==> src/trd_pkg.sv <==
// Constants shared by the tape read channel digitizer and its FIFO.
// Assumes a single 100 MHz system clock and a plain register port.
`default_nettype none

package trd_pkg;

   // ==========================================================================
   // Register port layout
   // ==========================================================================
   localparam int          ADDR_W      = 4;
   localparam int          DATA_W      = 32;
   localparam logic [3:0]  OFF_CTRL    = 4'h0;  // Control, read/write.
   localparam logic [3:0]  OFF_STATUS  = 4'h4;  // Status, read, write one to clear.
   localparam int          CTRL_RAW    = 0;     // Read-after-write operation.
   localparam int          CTRL_RTCLR  = 1;     // Write one: retry back to normal.
   localparam int          ST_REG      = 0;
   localparam int          ST_LD_EN    = 1;
   localparam int          ST_HD_EN    = 2;
   localparam int          ST_OVF      = 3;
   localparam int          ST_RETRY    = 4;     // Two bits.
   localparam int          ST_THR      = 8;     // Seven bits.
   localparam int          ST_CNT      = 16;    // Five bits.

   // ==========================================================================
   // Synchronised input vector positions
   // ==========================================================================
   localparam int SY_LD_PEAK = 0;
   localparam int SY_HD_POS  = 1;
   localparam int SY_HD_NEG  = 2;
   localparam int SY_CLR     = 3;
   localparam int SY_SEL     = 4;
   localparam int SY_ONL     = 5;
   localparam int SY_TEST    = 6;
   localparam int SY_BUSY    = 7;
   localparam int SY_START   = 8;
   localparam int SY_DREQ    = 9;
   localparam int SY_REV     = 10;
   localparam int SY_GAP     = 11;
   localparam int SY_ERR     = 12;
   localparam int SY_N       = 13;

   // ==========================================================================
   // Detection thresholds, percent of peak-to-peak amplitude
   // ==========================================================================
   localparam logic [6:0] THR_RO_PCT    = 7'd20;
   localparam logic [6:0] THR_RAW_PCT   = 7'd33;
   localparam logic [6:0] THR_GAP_PCT   = 7'd7;
   localparam logic [6:0] THR_RETRY_PCT = 7'd5;  // Plain default step.

   // ==========================================================================
   // Data FIFO
   // ==========================================================================
   localparam int FIFO_W = 2;   // Bit 1 high-density flag, bit 0 data.
   localparam int FIFO_D = 16;

   typedef enum logic [1:0] {
      RT_NORMAL,
      RT_LOW,
      RT_HIGH
   } trd_retry_t;

endpackage

`default_nettype wire
==> src/trd_digitizer.sv <==
// Tape read channel digitizer: FIFO module and the channel top module.
// Assumes analog front end pulses arrive asynchronously and the tape
// controller drains read data with a valid/ready handshake.
//
// The strobed register port and the address map were left to the implementer.
`default_nettype none

// =============================================================================
// Synchronous FIFO
// =============================================================================
module trd_fifo #(
   parameter int WIDTH = 2,
   parameter int DEPTH = 16
) (
   input  wire logic                       clk_sys_i,
   input  wire logic                       reset_n_i,
   input  wire logic                       in_valid_i,
   output logic                            in_ready_o,
   input  wire logic [WIDTH-1:0]           in_data_i,
   output logic                            out_valid_o,
   input  wire logic                       out_ready_i,
   output logic [WIDTH-1:0]                out_data_o,
   output logic [$clog2(DEPTH+1)-1:0]      count_o
);
   localparam int AW = $clog2(DEPTH);

   logic [WIDTH-1:0]           mem [DEPTH];
   logic [AW-1:0]              wr_ptr;
   logic [AW-1:0]              rd_ptr;
   logic [$clog2(DEPTH+1)-1:0] count;
   wire                        push = in_valid_i && in_ready_o;
   wire                        pop  = out_valid_o && out_ready_i;

   // Full and empty come straight from the occupancy count.
   assign in_ready_o  = (count != $bits(count)'(DEPTH));
   assign out_valid_o = (count != '0);
   assign out_data_o  = mem[rd_ptr];
   assign count_o     = count;

   // Storage has no reset; only pointers and count carry control state.
   always_ff @(posedge clk_sys_i) begin
      if (push) begin
         mem[wr_ptr] <= in_data_i;
      end
   end

   // Pointers wrap naturally because the depth is a power of two.
   always_ff @(posedge clk_sys_i) begin
      if (!reset_n_i) begin
         wr_ptr <= '0;
         rd_ptr <= '0;
         count  <= '0;
      end else begin
         wr_ptr <= push ? wr_ptr + AW'(1) : wr_ptr;
         rd_ptr <= pop  ? rd_ptr + AW'(1) : rd_ptr;
         count  <= count + $bits(count)'(push) - $bits(count)'(pop);
      end
   end
endmodule

// =============================================================================
// Channel top
// =============================================================================
module trd_digitizer (
   input  wire logic                      clk_sys_i,
   input  wire logic                      reset_n_i,
   // Analog front end and density control, all asynchronous.
   input  wire logic                      ld_peak_i,
   input  wire logic                      hd_pos_trans_i,
   input  wire logic                      hd_neg_trans_i,
   input  wire logic                      read_reg_clear_i,
   input  wire logic                      selected_i,
   input  wire logic                      on_line_i,
   input  wire logic                      test_mode_i,
   input  wire logic                      busy_i,
   input  wire logic                      at_tape_start_i,
   input  wire logic                      density_request_i,
   input  wire logic                      reverse_high_density_read_i,
   input  wire logic                      in_gap_i,
   input  wire logic                      read_error_i,
   // Outputs toward density control, front end and tape controller, and the ready input back from the controller.
   output logic                           char_present_n_o,
   output logic [6:0]                     thresh_pct_o,
   output logic                           read_data_n_o,
   output logic                           read_hd_o,
   output logic                           read_valid_o,
   input  wire logic                      read_ready_i,
   // Register port.
   input  wire logic [trd_pkg::ADDR_W-1:0] reg_addr_i,
   input  wire logic [trd_pkg::DATA_W-1:0] reg_wdata_i,
   input  wire logic                      reg_wr_i,
   input  wire logic                      reg_rd_i,
   output logic [trd_pkg::DATA_W-1:0]     reg_rdata_o
);
   import trd_pkg::*;

   // Threshold for a given mode; retry only shifts read-only operation.
   function automatic logic [6:0] thresh_calc(input logic raw, input logic gap,
                                              input trd_retry_t rt);
      logic [6:0] base;
      base = raw ? THR_RAW_PCT : THR_RO_PCT;
      if (!raw && rt == RT_LOW) begin
         base = base - THR_RETRY_PCT;
      end else if (!raw && rt == RT_HIGH) begin
         base = base + THR_RETRY_PCT;
      end
      return gap ? base + THR_GAP_PCT : base;
   endfunction

   // ==========================================================================
   // Input synchronisers
   // ==========================================================================
   logic [SY_N-1:0] sy_a;
   logic [SY_N-1:0] sy_b;
   logic [SY_N-1:0] sy_p;
   wire  [SY_N-1:0] raw_in = {read_error_i, in_gap_i, reverse_high_density_read_i,
                              density_request_i, at_tape_start_i, busy_i,
                              test_mode_i, on_line_i, selected_i, read_reg_clear_i,
                              hd_neg_trans_i, hd_pos_trans_i, ld_peak_i};

   // Two stages before any logic, a third copy only for edge detection.
   always_ff @(posedge clk_sys_i) begin
      if (!reset_n_i) begin
         sy_a <= '0;
         sy_b <= '0;
         sy_p <= '0;
      end else begin
         sy_a <= raw_in;
         sy_b <= sy_a;
         sy_p <= sy_b;
      end
   end

   wire [SY_N-1:0] rise = sy_b & ~sy_p;
   wire [SY_N-1:0] fall = ~sy_b & sy_p;

   // ==========================================================================
   // Density selection and path enables
   // ==========================================================================
   wire hd_selected = sy_b[SY_DREQ] && sy_b[SY_SEL] && sy_b[SY_ONL] && !sy_b[SY_TEST];
   wire hd_en       = hd_selected && !sy_b[SY_BUSY] && !sy_b[SY_START];
   wire ld_en       = sy_b[SY_SEL] && !sy_b[SY_START] && !sy_b[SY_BUSY]
                      && !hd_en && !hd_selected;

   // ==========================================================================
   // Low-density read register
   // ==========================================================================
   logic read_reg;
   logic hd_sel_q;
   wire  peak      = rise[SY_LD_PEAK];
   // Deselect, busy, tape start and high-density selection all empty it.
   wire  auto_clr  = rise[SY_START] || rise[SY_BUSY] || fall[SY_SEL]
                     || (hd_selected && !hd_sel_q);
   wire  clr_any   = rise[SY_CLR] || auto_clr;
   // A peak landing on the clear cycle is kept: set beats clear.
   wire  next_reg  = peak ? 1'b1 : (clr_any ? 1'b0 : read_reg);

   always_ff @(posedge clk_sys_i) begin
      if (!reset_n_i) begin
         read_reg         <= 1'b0;
         char_present_n_o <= 1'b1;
         hd_sel_q         <= 1'b0;
      end else begin
         read_reg         <= next_reg;
         char_present_n_o <= !next_reg;
         hd_sel_q         <= hd_selected;
      end
   end

   // ==========================================================================
   // High-density transition path
   // ==========================================================================
   wire rev       = sy_b[SY_REV];
   wire pos_pass  = rise[SY_HD_POS] && !rev;
   wire neg_pass  = rise[SY_HD_NEG] && rev;
   wire hd_strobe = hd_en && (pos_pass || neg_pass);

   // ==========================================================================
   // Data into the FIFO
   // ==========================================================================
   // One low-density character bit per clear from density control unless the
   // high-density path is enabled; data counts only while the low-density path is enabled.
   wire                 ld_push   = rise[SY_CLR] && !hd_en;
   wire                 ld_bit    = read_reg && ld_en;
   wire                 f_in_v    = hd_strobe || ld_push;
   wire [FIFO_W-1:0]    f_in_d    = hd_strobe ? 2'b11 : {1'b0, ld_bit};
   wire                 f_in_rdy;
   wire                 f_out_v;
   wire [FIFO_W-1:0]    f_out_d;
   wire [4:0]           f_count;
   // The output stage takes a new word whenever it is empty or accepted.
   wire                 f_out_rdy = !read_valid_o || read_ready_i;

   trd_fifo #(
      .WIDTH (FIFO_W),
      .DEPTH (FIFO_D)
   ) u_fifo (
      .clk_sys_i   (clk_sys_i),
      .reset_n_i   (reset_n_i),
      .in_valid_i  (f_in_v),
      .in_ready_o  (f_in_rdy),
      .in_data_i   (f_in_d),
      .out_valid_o (f_out_v),
      .out_ready_i (f_out_rdy),
      .out_data_o  (f_out_d),
      .count_o     (f_count)
   );

   // Registered output stage; data is low true toward the controller.
   always_ff @(posedge clk_sys_i) begin
      if (!reset_n_i) begin
         read_valid_o  <= 1'b0;
         read_data_n_o <= 1'b1;
         read_hd_o     <= 1'b0;
      end else if (f_out_rdy) begin
         read_valid_o  <= f_out_v;
         read_data_n_o <= f_out_v ? !f_out_d[0] : 1'b1;
         read_hd_o     <= f_out_v && f_out_d[1];
      end
   end

   // ==========================================================================
   // Register port decode
   // ==========================================================================
   logic       raw_mode;
   logic       overflow;
   trd_retry_t retry;
   wire        wr_ctrl  = reg_wr_i && reg_addr_i == OFF_CTRL;
   wire        wr_stat  = reg_wr_i && reg_addr_i == OFF_STATUS;
   wire [31:0] stat_w   = {11'h0, f_count, 1'b0, thresh_pct_o, 2'b0, retry,
                           overflow, hd_en, ld_en, read_reg};
   wire [31:0] rd_mux   = (reg_addr_i == OFF_CTRL)   ? {31'h0, raw_mode} :
                          (reg_addr_i == OFF_STATUS) ? stat_w : 32'h0;
   // A dropped sample is lost data, so it stays visible until cleared.
   wire        ovf_set  = f_in_v && !f_in_rdy;

   always_ff @(posedge clk_sys_i) begin
      if (!reset_n_i) begin
         raw_mode    <= 1'b0;
         overflow    <= 1'b0;
         reg_rdata_o <= 32'h0;
      end else begin
         raw_mode    <= wr_ctrl ? reg_wdata_i[CTRL_RAW] : raw_mode;
         overflow    <= ovf_set || (overflow && !(wr_stat && reg_wdata_i[ST_OVF]));
         reg_rdata_o <= reg_rd_i ? rd_mux : 32'h0;
      end
   end

   // ==========================================================================
   // Retry sequencing and threshold select
   // ==========================================================================
   // An error first lowers the level, a repeat raises it; software restores.
   wire        err_ro    = rise[SY_ERR] && !raw_mode;
   trd_retry_t next_retry;
   assign next_retry = (wr_ctrl && reg_wdata_i[CTRL_RTCLR]) ? RT_NORMAL :
                       (err_ro && retry == RT_NORMAL)       ? RT_LOW :
                       (err_ro && retry == RT_LOW)          ? RT_HIGH : retry;
   // Update only with no character held and none arriving, so a decision
   // in progress never sees its reference move.
   wire        thr_upd   = !read_reg && !peak;
   wire [6:0]  next_thr  = thresh_calc(raw_mode, sy_b[SY_GAP], retry);

   always_ff @(posedge clk_sys_i) begin
      if (!reset_n_i) begin
         retry        <= RT_NORMAL;
         thresh_pct_o <= THR_RO_PCT;
      end else begin
         retry        <= next_retry;
         thresh_pct_o <= thr_upd ? next_thr : thresh_pct_o;
      end
   end
endmodule

`default_nettype wire

==> config.mk <==
export PLATFORM = sky130hd
export DESIGN_NAME = trd_digitizer
export DESIGN_NICKNAME = d
export VERILOG_FILES = /design/src/trd_pkg.sv /design/src/trd_digitizer.sv
export SDC_FILE = /design/constraint.sdc
export NUM_CORES = 1
export LEC_CHECK = 0
export ABC_AREA = 1
export BUFFER_PORTS_ARGS = -buffer_cell sky130_fd_sc_hd__buf_2
export CORE_MARGIN = 1.5
export CORE_UTILIZATION = 49
export DETAILED_ROUTE_END_ITERATION = 7
export PLACE_DENSITY = 0.75
export SYNTH_ARGS = -nofsm -noshare
export SYNTH_HDL_FRONTEND = slang
export SYNTH_SLANG_ARGS = --single-unit
export TNS_END_PERCENT = 30
==> constraint.sdc <==
create_clock -name clk_sys_i -period 2.2 [get_ports clk_sys_i]
set_clock_uncertainty 0.15 [all_clocks]
set_input_delay 0.11 -clock clk_sys_i [delete_from_list [all_inputs] [get_ports clk_sys_i]]
set_output_delay 0.11 -clock clk_sys_i [all_outputs]
set_load 0.005 [all_outputs]
==> metrics list, run 1 <==
- Run status: finished with violations
* Violated checks: negative setup slack
* Mapped Avg Cell Area: 8.86 um^2
- After floorplanning, the core was sized to cover 9280 um^2.
- YS warnings: 0
- Post-synthesis cell area: 4690 um^2
- Sequential-to-total area share from yosys stat: 0.572
- The initial utilization of the core area, before any placement, comes to 0.506.
* Overall overflow remaining after global route: 0
- The H-tree was split into 4 levels.
- Number of global-route vias before repair: 3,551
* Final net count: 697
- Area of all placed cells without fillers: 6020 um^2
- The detail route stage leaves a number of antenna-violating nets equal to 0.
* Layout cell share with drive strength beyond 1: 0.205
* Die Wd: 101 um
- Dividing the final minimum period by the clock period gives 1.02.
* Max Fanout on Critical Path: 2
- The worst setup path is launched from a flop.
- Once detailed placement completed, the half-perimeter wirelength came to 6090 um.
- Power spread over the standard cell area amounts to 1080 nW/um^2.
* # Post-CTS Setup Buffers: 0
- The layout has 717 filler cells.
* Top cells by area, synth: dfxtp_1, edfxtp_1, inv_1
- CTS Sinks: 118
- Area used by multi-input combinational logic: 1530 um^2
- The final number of max-transition violations came to 0.
- Launching point of the worst reg2reg path: u_fifo.count_o[3]$_SDFF_PN0_
- Growth of design area from synthesis to finish: 28.3%
- Slew at the pin closest to its max-slew limit: 0.559 ns
- Number of maximum-capacitance constraint violations: 0
* Total of buffers placed on input and output ports: 53
- Setup crit start: u_fifo.count_o[3]$_SDFF_PN0_
* Placer congestion estimate: 0.831
* Antenna violations before repair: 0
- Maximum VDD drop: 0.000656 V
- The number of cells on the worst reg-to-reg path is 13.
* Reported leakage power: 2.93 nW
- Ys flop type: dfxtp_1
- The tightest min-delay check is of the in2reg type.
- EDFF count, synth: 32
* Setup tns final: -0.0562 ns
- Total global routing track utilization: 0.202
- The cell sitting at the root of the clock tree is a clkbuf_8.
- Via density per instance: 4.67
- Largest reg by FF count: u_fifo.mem
- Clock Tree Buf Depth: 2
- After detailed routing, the average wire length per cell comes to 12.5 um.
- The register with the most flip-flops in the layout has 32 of them.
- Based on the critical path, the design can be clocked at up to 0.447 GHz.
- Height of the die: 101 um
- The worst hold path begins at reg_addr_i[0].
- Post-synthesis sequential element count: 118
- Total wire length: 9630 um
- The number of different library cells used by synthesis comes to 36.
* Worst Setup End Kind: flop
- Total die area: 10,200 um^2
- Unrepaired setup endpoints after global routing: true
- Count of routing violations after the opening detailed-route iteration: 175
- Data on the critical path is required at its endpoint by 2.49 ns.
- After clock tree synthesis, the clock-pin slew on the worst setup and hold paths is 0.06 ns.
- In the final layout, flip-flops and latches occupy 2690 um^2.
* Global-route wire length before repair: 15,800 um
* Cell area after placement: 5160 um^2
* Final setup violating endpoints: 2
* Post-layout power: 0.00650 W
- Total number of vias: 3,604
- In the post-route analysis, the smallest setup slack over all paths is -0.0382 ns.
* Arrival time reported for the critical path endpoint: 2.53 ns
* CTS tree: built
- Post-synth top area cell: dfxtp_1
* Antenna Diode Count: 0
- For the worst-skew pair, the clock arrives at the later sink with an insertion delay of 0.51 ns.
* Hold-critical path depth: 4
- Number of endpoints with negative hold slack in the final report: 0
* Cells after Synth: 530
- Row generation in the floorplan step produced 35 rows.
* Length of the first detailed-routing pass in iterations: 4
- The worst setup path is of the reg2reg kind.
- After synthesis, the share of flip-flops with an asynchronous set or reset is 0.
* Worst-case headroom to the max-slew limit: 0.627
- Number of buffers added by the clock tree synthesis step: 17
- 97 I/O pins were placed.
- Of the post-synthesis cell area, the dominant cell type holds 0.367.
- After detailed routing, the number of remaining DRC violations is 0.
- Top Registers: u_fifo.mem: 32 flops, reg_rdata_o: 18 flops
* Maximum number of pins on one net before global-route repair: 40
- Post-layout min period: 2.24 ns
## cells by family (layout without fill, tap and decap cells)
group           Yosys count  after routing  share of synthesized area
compound gates           49             49                     0.0611
fa+ha+maj                13             13                     0.0363
simple gates            207            207                      0.194
xor+xnor                  6              6                     0.0112
buf+inv                 136            236                      0.125
other cells               1             14                   0.000799
flops                   118            118                      0.572
## layer usage
layer,track usage,part of all wire,routed length (um),up-vias
met5,0,0,0,-
met4,0.0823,0.015,144,0
met3,0.0562,0.043,416,17
met2,0.353,0.51,4880,100
met1,0.234,0.44,4190,1662
li1,-,-,-,1825
## metrics by stage
step                hold slack, ns  utilization  setup slack (ns)  cells
CTS                         0.0296        0.648           -0.0229    772
floorplan                   0.0576            -           0.00511    543
finish                      0.0485        0.649           -0.0382    772
global route                0.0768        0.649            -0.132    772
global placement             0.139        0.556           -0.0129    715
detailed placement           0.146        0.556            -0.105    715
## report_power, final
part / internal, W / switching [W]
clock: 0.00162 / 0.00103
combinational: 0.000581 / 0.000775
sequential: 0.00237 / 0.000109
## placed cells by master (no fill, tap or decap), types with 5 or more instances in the layout
| master | n |
|---|---|
| inv_1 | 100 |
| nand3_1 | 30 |
| dfxtp_1 | 84 |
| inv_6 | 5 |
| xor2_1 | 5 |
| buf_2 | 53 |
| nor2_1 | 50 |
| ha_1 | 9 |
| clkbuf_16 | 17 |
| conb_1 | 14 |
| a21oi_1 | 25 |
| inv_2 | 7 |
| edfxtp_1 | 32 |
| dlygate4sd3_1 | 25 |
| buf_4 | 16 |
| nand2_4 | 6 |
| nand2_1 | 103 |
| o21ai_0 | 12 |
## Yosys cell counts (2+ instances only)
cell	n
inv_1	105
nand2_1	104
dfxtp_1	86
nor2_1	51
edfxtp_1	32
nand3_1	30
a21oi_1	25
buf_4	14
o21ai_0	13
ha_1	12
buf_2	7
nand2_4	6
xor2_1	5
clkbuf_1	4
nand4_1	4
o211ai_1	4
inv_2	3
nor3_1	3
a221oi_1	2
nand3b_1	2
nand4_2	2
nor2_2	2
## worst paths after layout
kind                                        to  slack (ns)
setup / recovery  u_fifo.count_o[4]$_SDFF_PN0_       -0.04
hold / removal       reg_rdata_o[9]$_SDFF_PP0_        0.05
setup reg to reg  u_fifo.count_o[4]$_SDFF_PN0_       -0.04
hold reg to reg            sy_b[12]$_SDFF_PN0_        0.26
## worst max-delay path, cell delays in order (launching register included)
cell and delay, ns:
dfxtp_2 0.32, inv_2 0.07, ha_4 0.13, nand4_1 0.11, nand2_2 0.12, inv_4 0.04, ha_4 0.20, inv_2 0.06
ha_4 0.13, inv_2 0.03, fa_2 0.37, o31ai_4 0.22, o21ai_1 0.10, a21oi_1 0.12
## layout make-up
cell class	instances	share of cell area
inverters	110	0.0702
flip-flops and latches	118	0.446
repair buffers	94	0.106
clock buffers	19	0.0752
clock inverters	13	0.0220
multi-input cells	289	0.254
well taps	129	0.0268
## repair_timing
item | in CTS | in global routing
hold buffers | 25 | 0
gates resized for setup | 4 | 2
endpoints found under the hold margin | 34 | 0
pin swaps | 2 | 0
setup endpoints to repair | 2 | 3
Power figures use the tool's default switching activity.
==> run 2, diff against run 1 <==
SKIP_LAST_GASP = 1   (was not set)
==> run 2 against run 1 <==
Against the previous run: the flow still finishes with violations (negative setup slack); setup slack worse by 0.028 ns; die area unchanged; first-iteration DRC count down 0.57%; wire length down 1.1%; critical path depth unchanged; clock power about the same; clock-buffer cell count unchanged; cell area down 0.17%; combinational power down 3%; register-to-register slack worse by 0.03 ns.
==> metrics list, run 2 (synthesized netlist as in run 1, its figures left out) <==
- Commonest non-fill, non-tap cell in the layout: nand2_1
- Setup tns final: -0.115 ns
- Number of endpoints with negative hold slack in the final report: 0
- Growth of design area from synthesis to finish: 28.1%
- Summed over all layers, the routed wires come to 9520 um.
* # Post-CTS Setup Buffers: 0
- Across all hold checks on the routed design, the worst slack comes to 0.0444 ns.
* Path category of the worst min-delay check: in2reg
* Post-layout min period: 2.27 ns
- Violated checks: negative setup slack
- Number of global-route vias before repair: 3,554
- After global routing the overflow that remains totals 0.
* Final setup violating endpoints: 2
- Number of maximum-capacitance constraint violations: 0
* Type of origin of the critical path: flop
- Counting flops per register, the top entry is u_fifo.mem.
* Starting density of the core: 0.506
- The worst pin sits at a relative slew slack of 0.628.
- Layout cell share with drive strength beyond 1: 0.204
- In this run the clock root is driven by a clkbuf_8.
* Total die area: 10,200 um^2
- Across the VDD grid, the largest voltage drop is 0.000657 V.
- The slowest stage of the critical path is the fa_2 cell.
* Remaining routing DRC violations: 0
* Unrepaired setup endpoints after global routing: true
- Required @ worst endpoint: 2.50 ns
- The register with the most flip-flops in the layout has 32 of them.
- Clock tree synthesis inserted a total of 17 buffers.
- Number of slew-limit violations in the final report: 0
- Smallest setup slack after layout: -0.0657 ns
- The total area inside the core boundary comes to 9280 um^2.
- Final net count: 697
* Post-layout power: 0.00646 W
- Per-cell routed wire length: 12.3 um
* Worst Setup End Kind: flop
* Die Wd: 101 um
* Reported leakage power: 2.93 nW
* Max Fanout on Critical Path: 2
- For the pin with the worst max-slew slack, the measured transition is 0.553 ns.
- Detailed placement HPWL: 6090 um
* CTS Sinks: 118
- The initialized floorplan defines 35 standard-cell rows.
* Total global routing track utilization: 0.202
* Fin crit share: 1.03
* Critical path class: reg2reg
- Buffers placed on the I/O ports in this run total 53.
- CTS built an H-tree with a depth of 4.
* Height of the die: 101 um
- Top Registers: u_fifo.mem: 32 flops, reg_rdata_o: 18 flops
* Length of the first detailed-routing pass in iterations: 5
* Insertion delay of the later-clocked pin in the worst-skew pair: 0.52 ns
- Antenna Diode Count: 0
- CTS tree: built
- In this design, the largest share of critical-path delay is due to adder cells.
- Global-route wire length before repair: 15,800 um
- Timing-limited maximum frequency: 0.441 GHz
- Cell area after placement: 5160 um^2
- Cell area power density: 1070 nW/um^2
- Antenna Violating Nets Remaining: 0
- Entering global routing, the biggest net connects 40 pins.
- Count of routing violations after the opening detailed-route iteration: 174
* Critical path buffer and inverter count: 4
- The finished cells cover 6010 um^2.
* Register clock-pin slew on the reported worst setup and hold paths: 0.06 ns
- Run status: finished with violations
- Clock Tree Buf Depth: 2
* Slowest Stage Delay on Critical Path: 0.37 ns
- Using the TritonRoute via totals, the vias-per-cell ratio works out to 4.67.
- Ordered cell list for the critical path: inv_2, ha_4, nand4_1, nand2_2, inv_4, ha_4, inv_1, ha_2, inv_2, fa_2, o31ai_4, o21ai_1, a21oi_1
- The congestion estimate from routability-driven global placement came to 0.831.
* Most frequent cells in the layout: nand2_1, inv_1, dfxtp_1
- Antenna violations before repair: 0
- For this block, the via count after detailed routing is 3,606.
- Io pins: 97
- Final Util: 0.648
* Arrival time reported for the critical path endpoint: 2.56 ns
[run 2: cell counts in the layout (fill, tap and decap cells not counted)]
Identical to the previous run, type by type.
[run 2: final timing paths]
kind / from / to / slack (ns) / cells past startpoint
setup / recovery: u_fifo.count_o[3]$_SDFF_PN0_ / u_fifo.count_o[4]$_SDFF_PN0_ / -0.07 / 13
hold / removal: reg_addr_i[0] / reg_rdata_o[9]$_SDFF_PP0_ / 0.04 / 4
setup reg to reg: u_fifo.count_o[3]$_SDFF_PN0_ / u_fifo.count_o[4]$_SDFF_PN0_ / -0.07 / 13
hold reg to reg: sy_a[12]$_SDFF_PN0_ / sy_b[12]$_SDFF_PN0_ / 0.26 / 2
[run 2: tightest hold or removal path, delay by kind of cell]
family | cells | cell delay [ns]
simple gates | 3 | 0.47
buf+inv | 1 | 0.09
[run 2: report_power, final]
| part | internal [W] | total, W | switching [W] | leakage, nW |
|---|---|---|---|---|
| Combinational | 0.000566 | 0.00132 | 0.000758 | 1.63 |
| Sequential | 0.00237 | 0.00248 | 0.000107 | 1.01 |
| Clock | 0.00162 | 0.00265 | 0.00103 | 0.287 |
[run 2: timing repair]
item,in CTS,in global routing
resized for setup,2,2
endpoints found under the setup margin,2,4
cloned,0,0
hold buffers,25,0
endpoints found under the hold margin,34,0
pin swaps,2,0
[run 2: final cells by class]
cell class	instances	area, um^2
Clock buffer	19	453
Clock inverter	13	133
Fill cell	720	3270
Inverter	110	423
Multi-Input combinational cell	289	1520
Sequential cell	118	2690
Tap cell	129	161
Timing Repair Buffer	94	636
[run 2: per-layer routing]
layer / track usage / part of all wire
met4: 0.0834 / 0.018
met2: 0.351 / 0.51
met3: 0.0589 / 0.044
met1: 0.232 / 0.43
met5: 0 / 0
[run 2: metrics by stage]
| stage | std cells | setup WS, ns |
|---|---|---|
| 4_1_cts | 772 | -0.0687 |
| 5_1_grt | 772 | -0.180 |
| 2_1_floorplan | 543 | 0.00511 |
| 3_3_place_gp | 715 | -0.0129 |
| 6_report | 772 | -0.0657 |
| 3_5_place_dp | 715 | -0.105 |
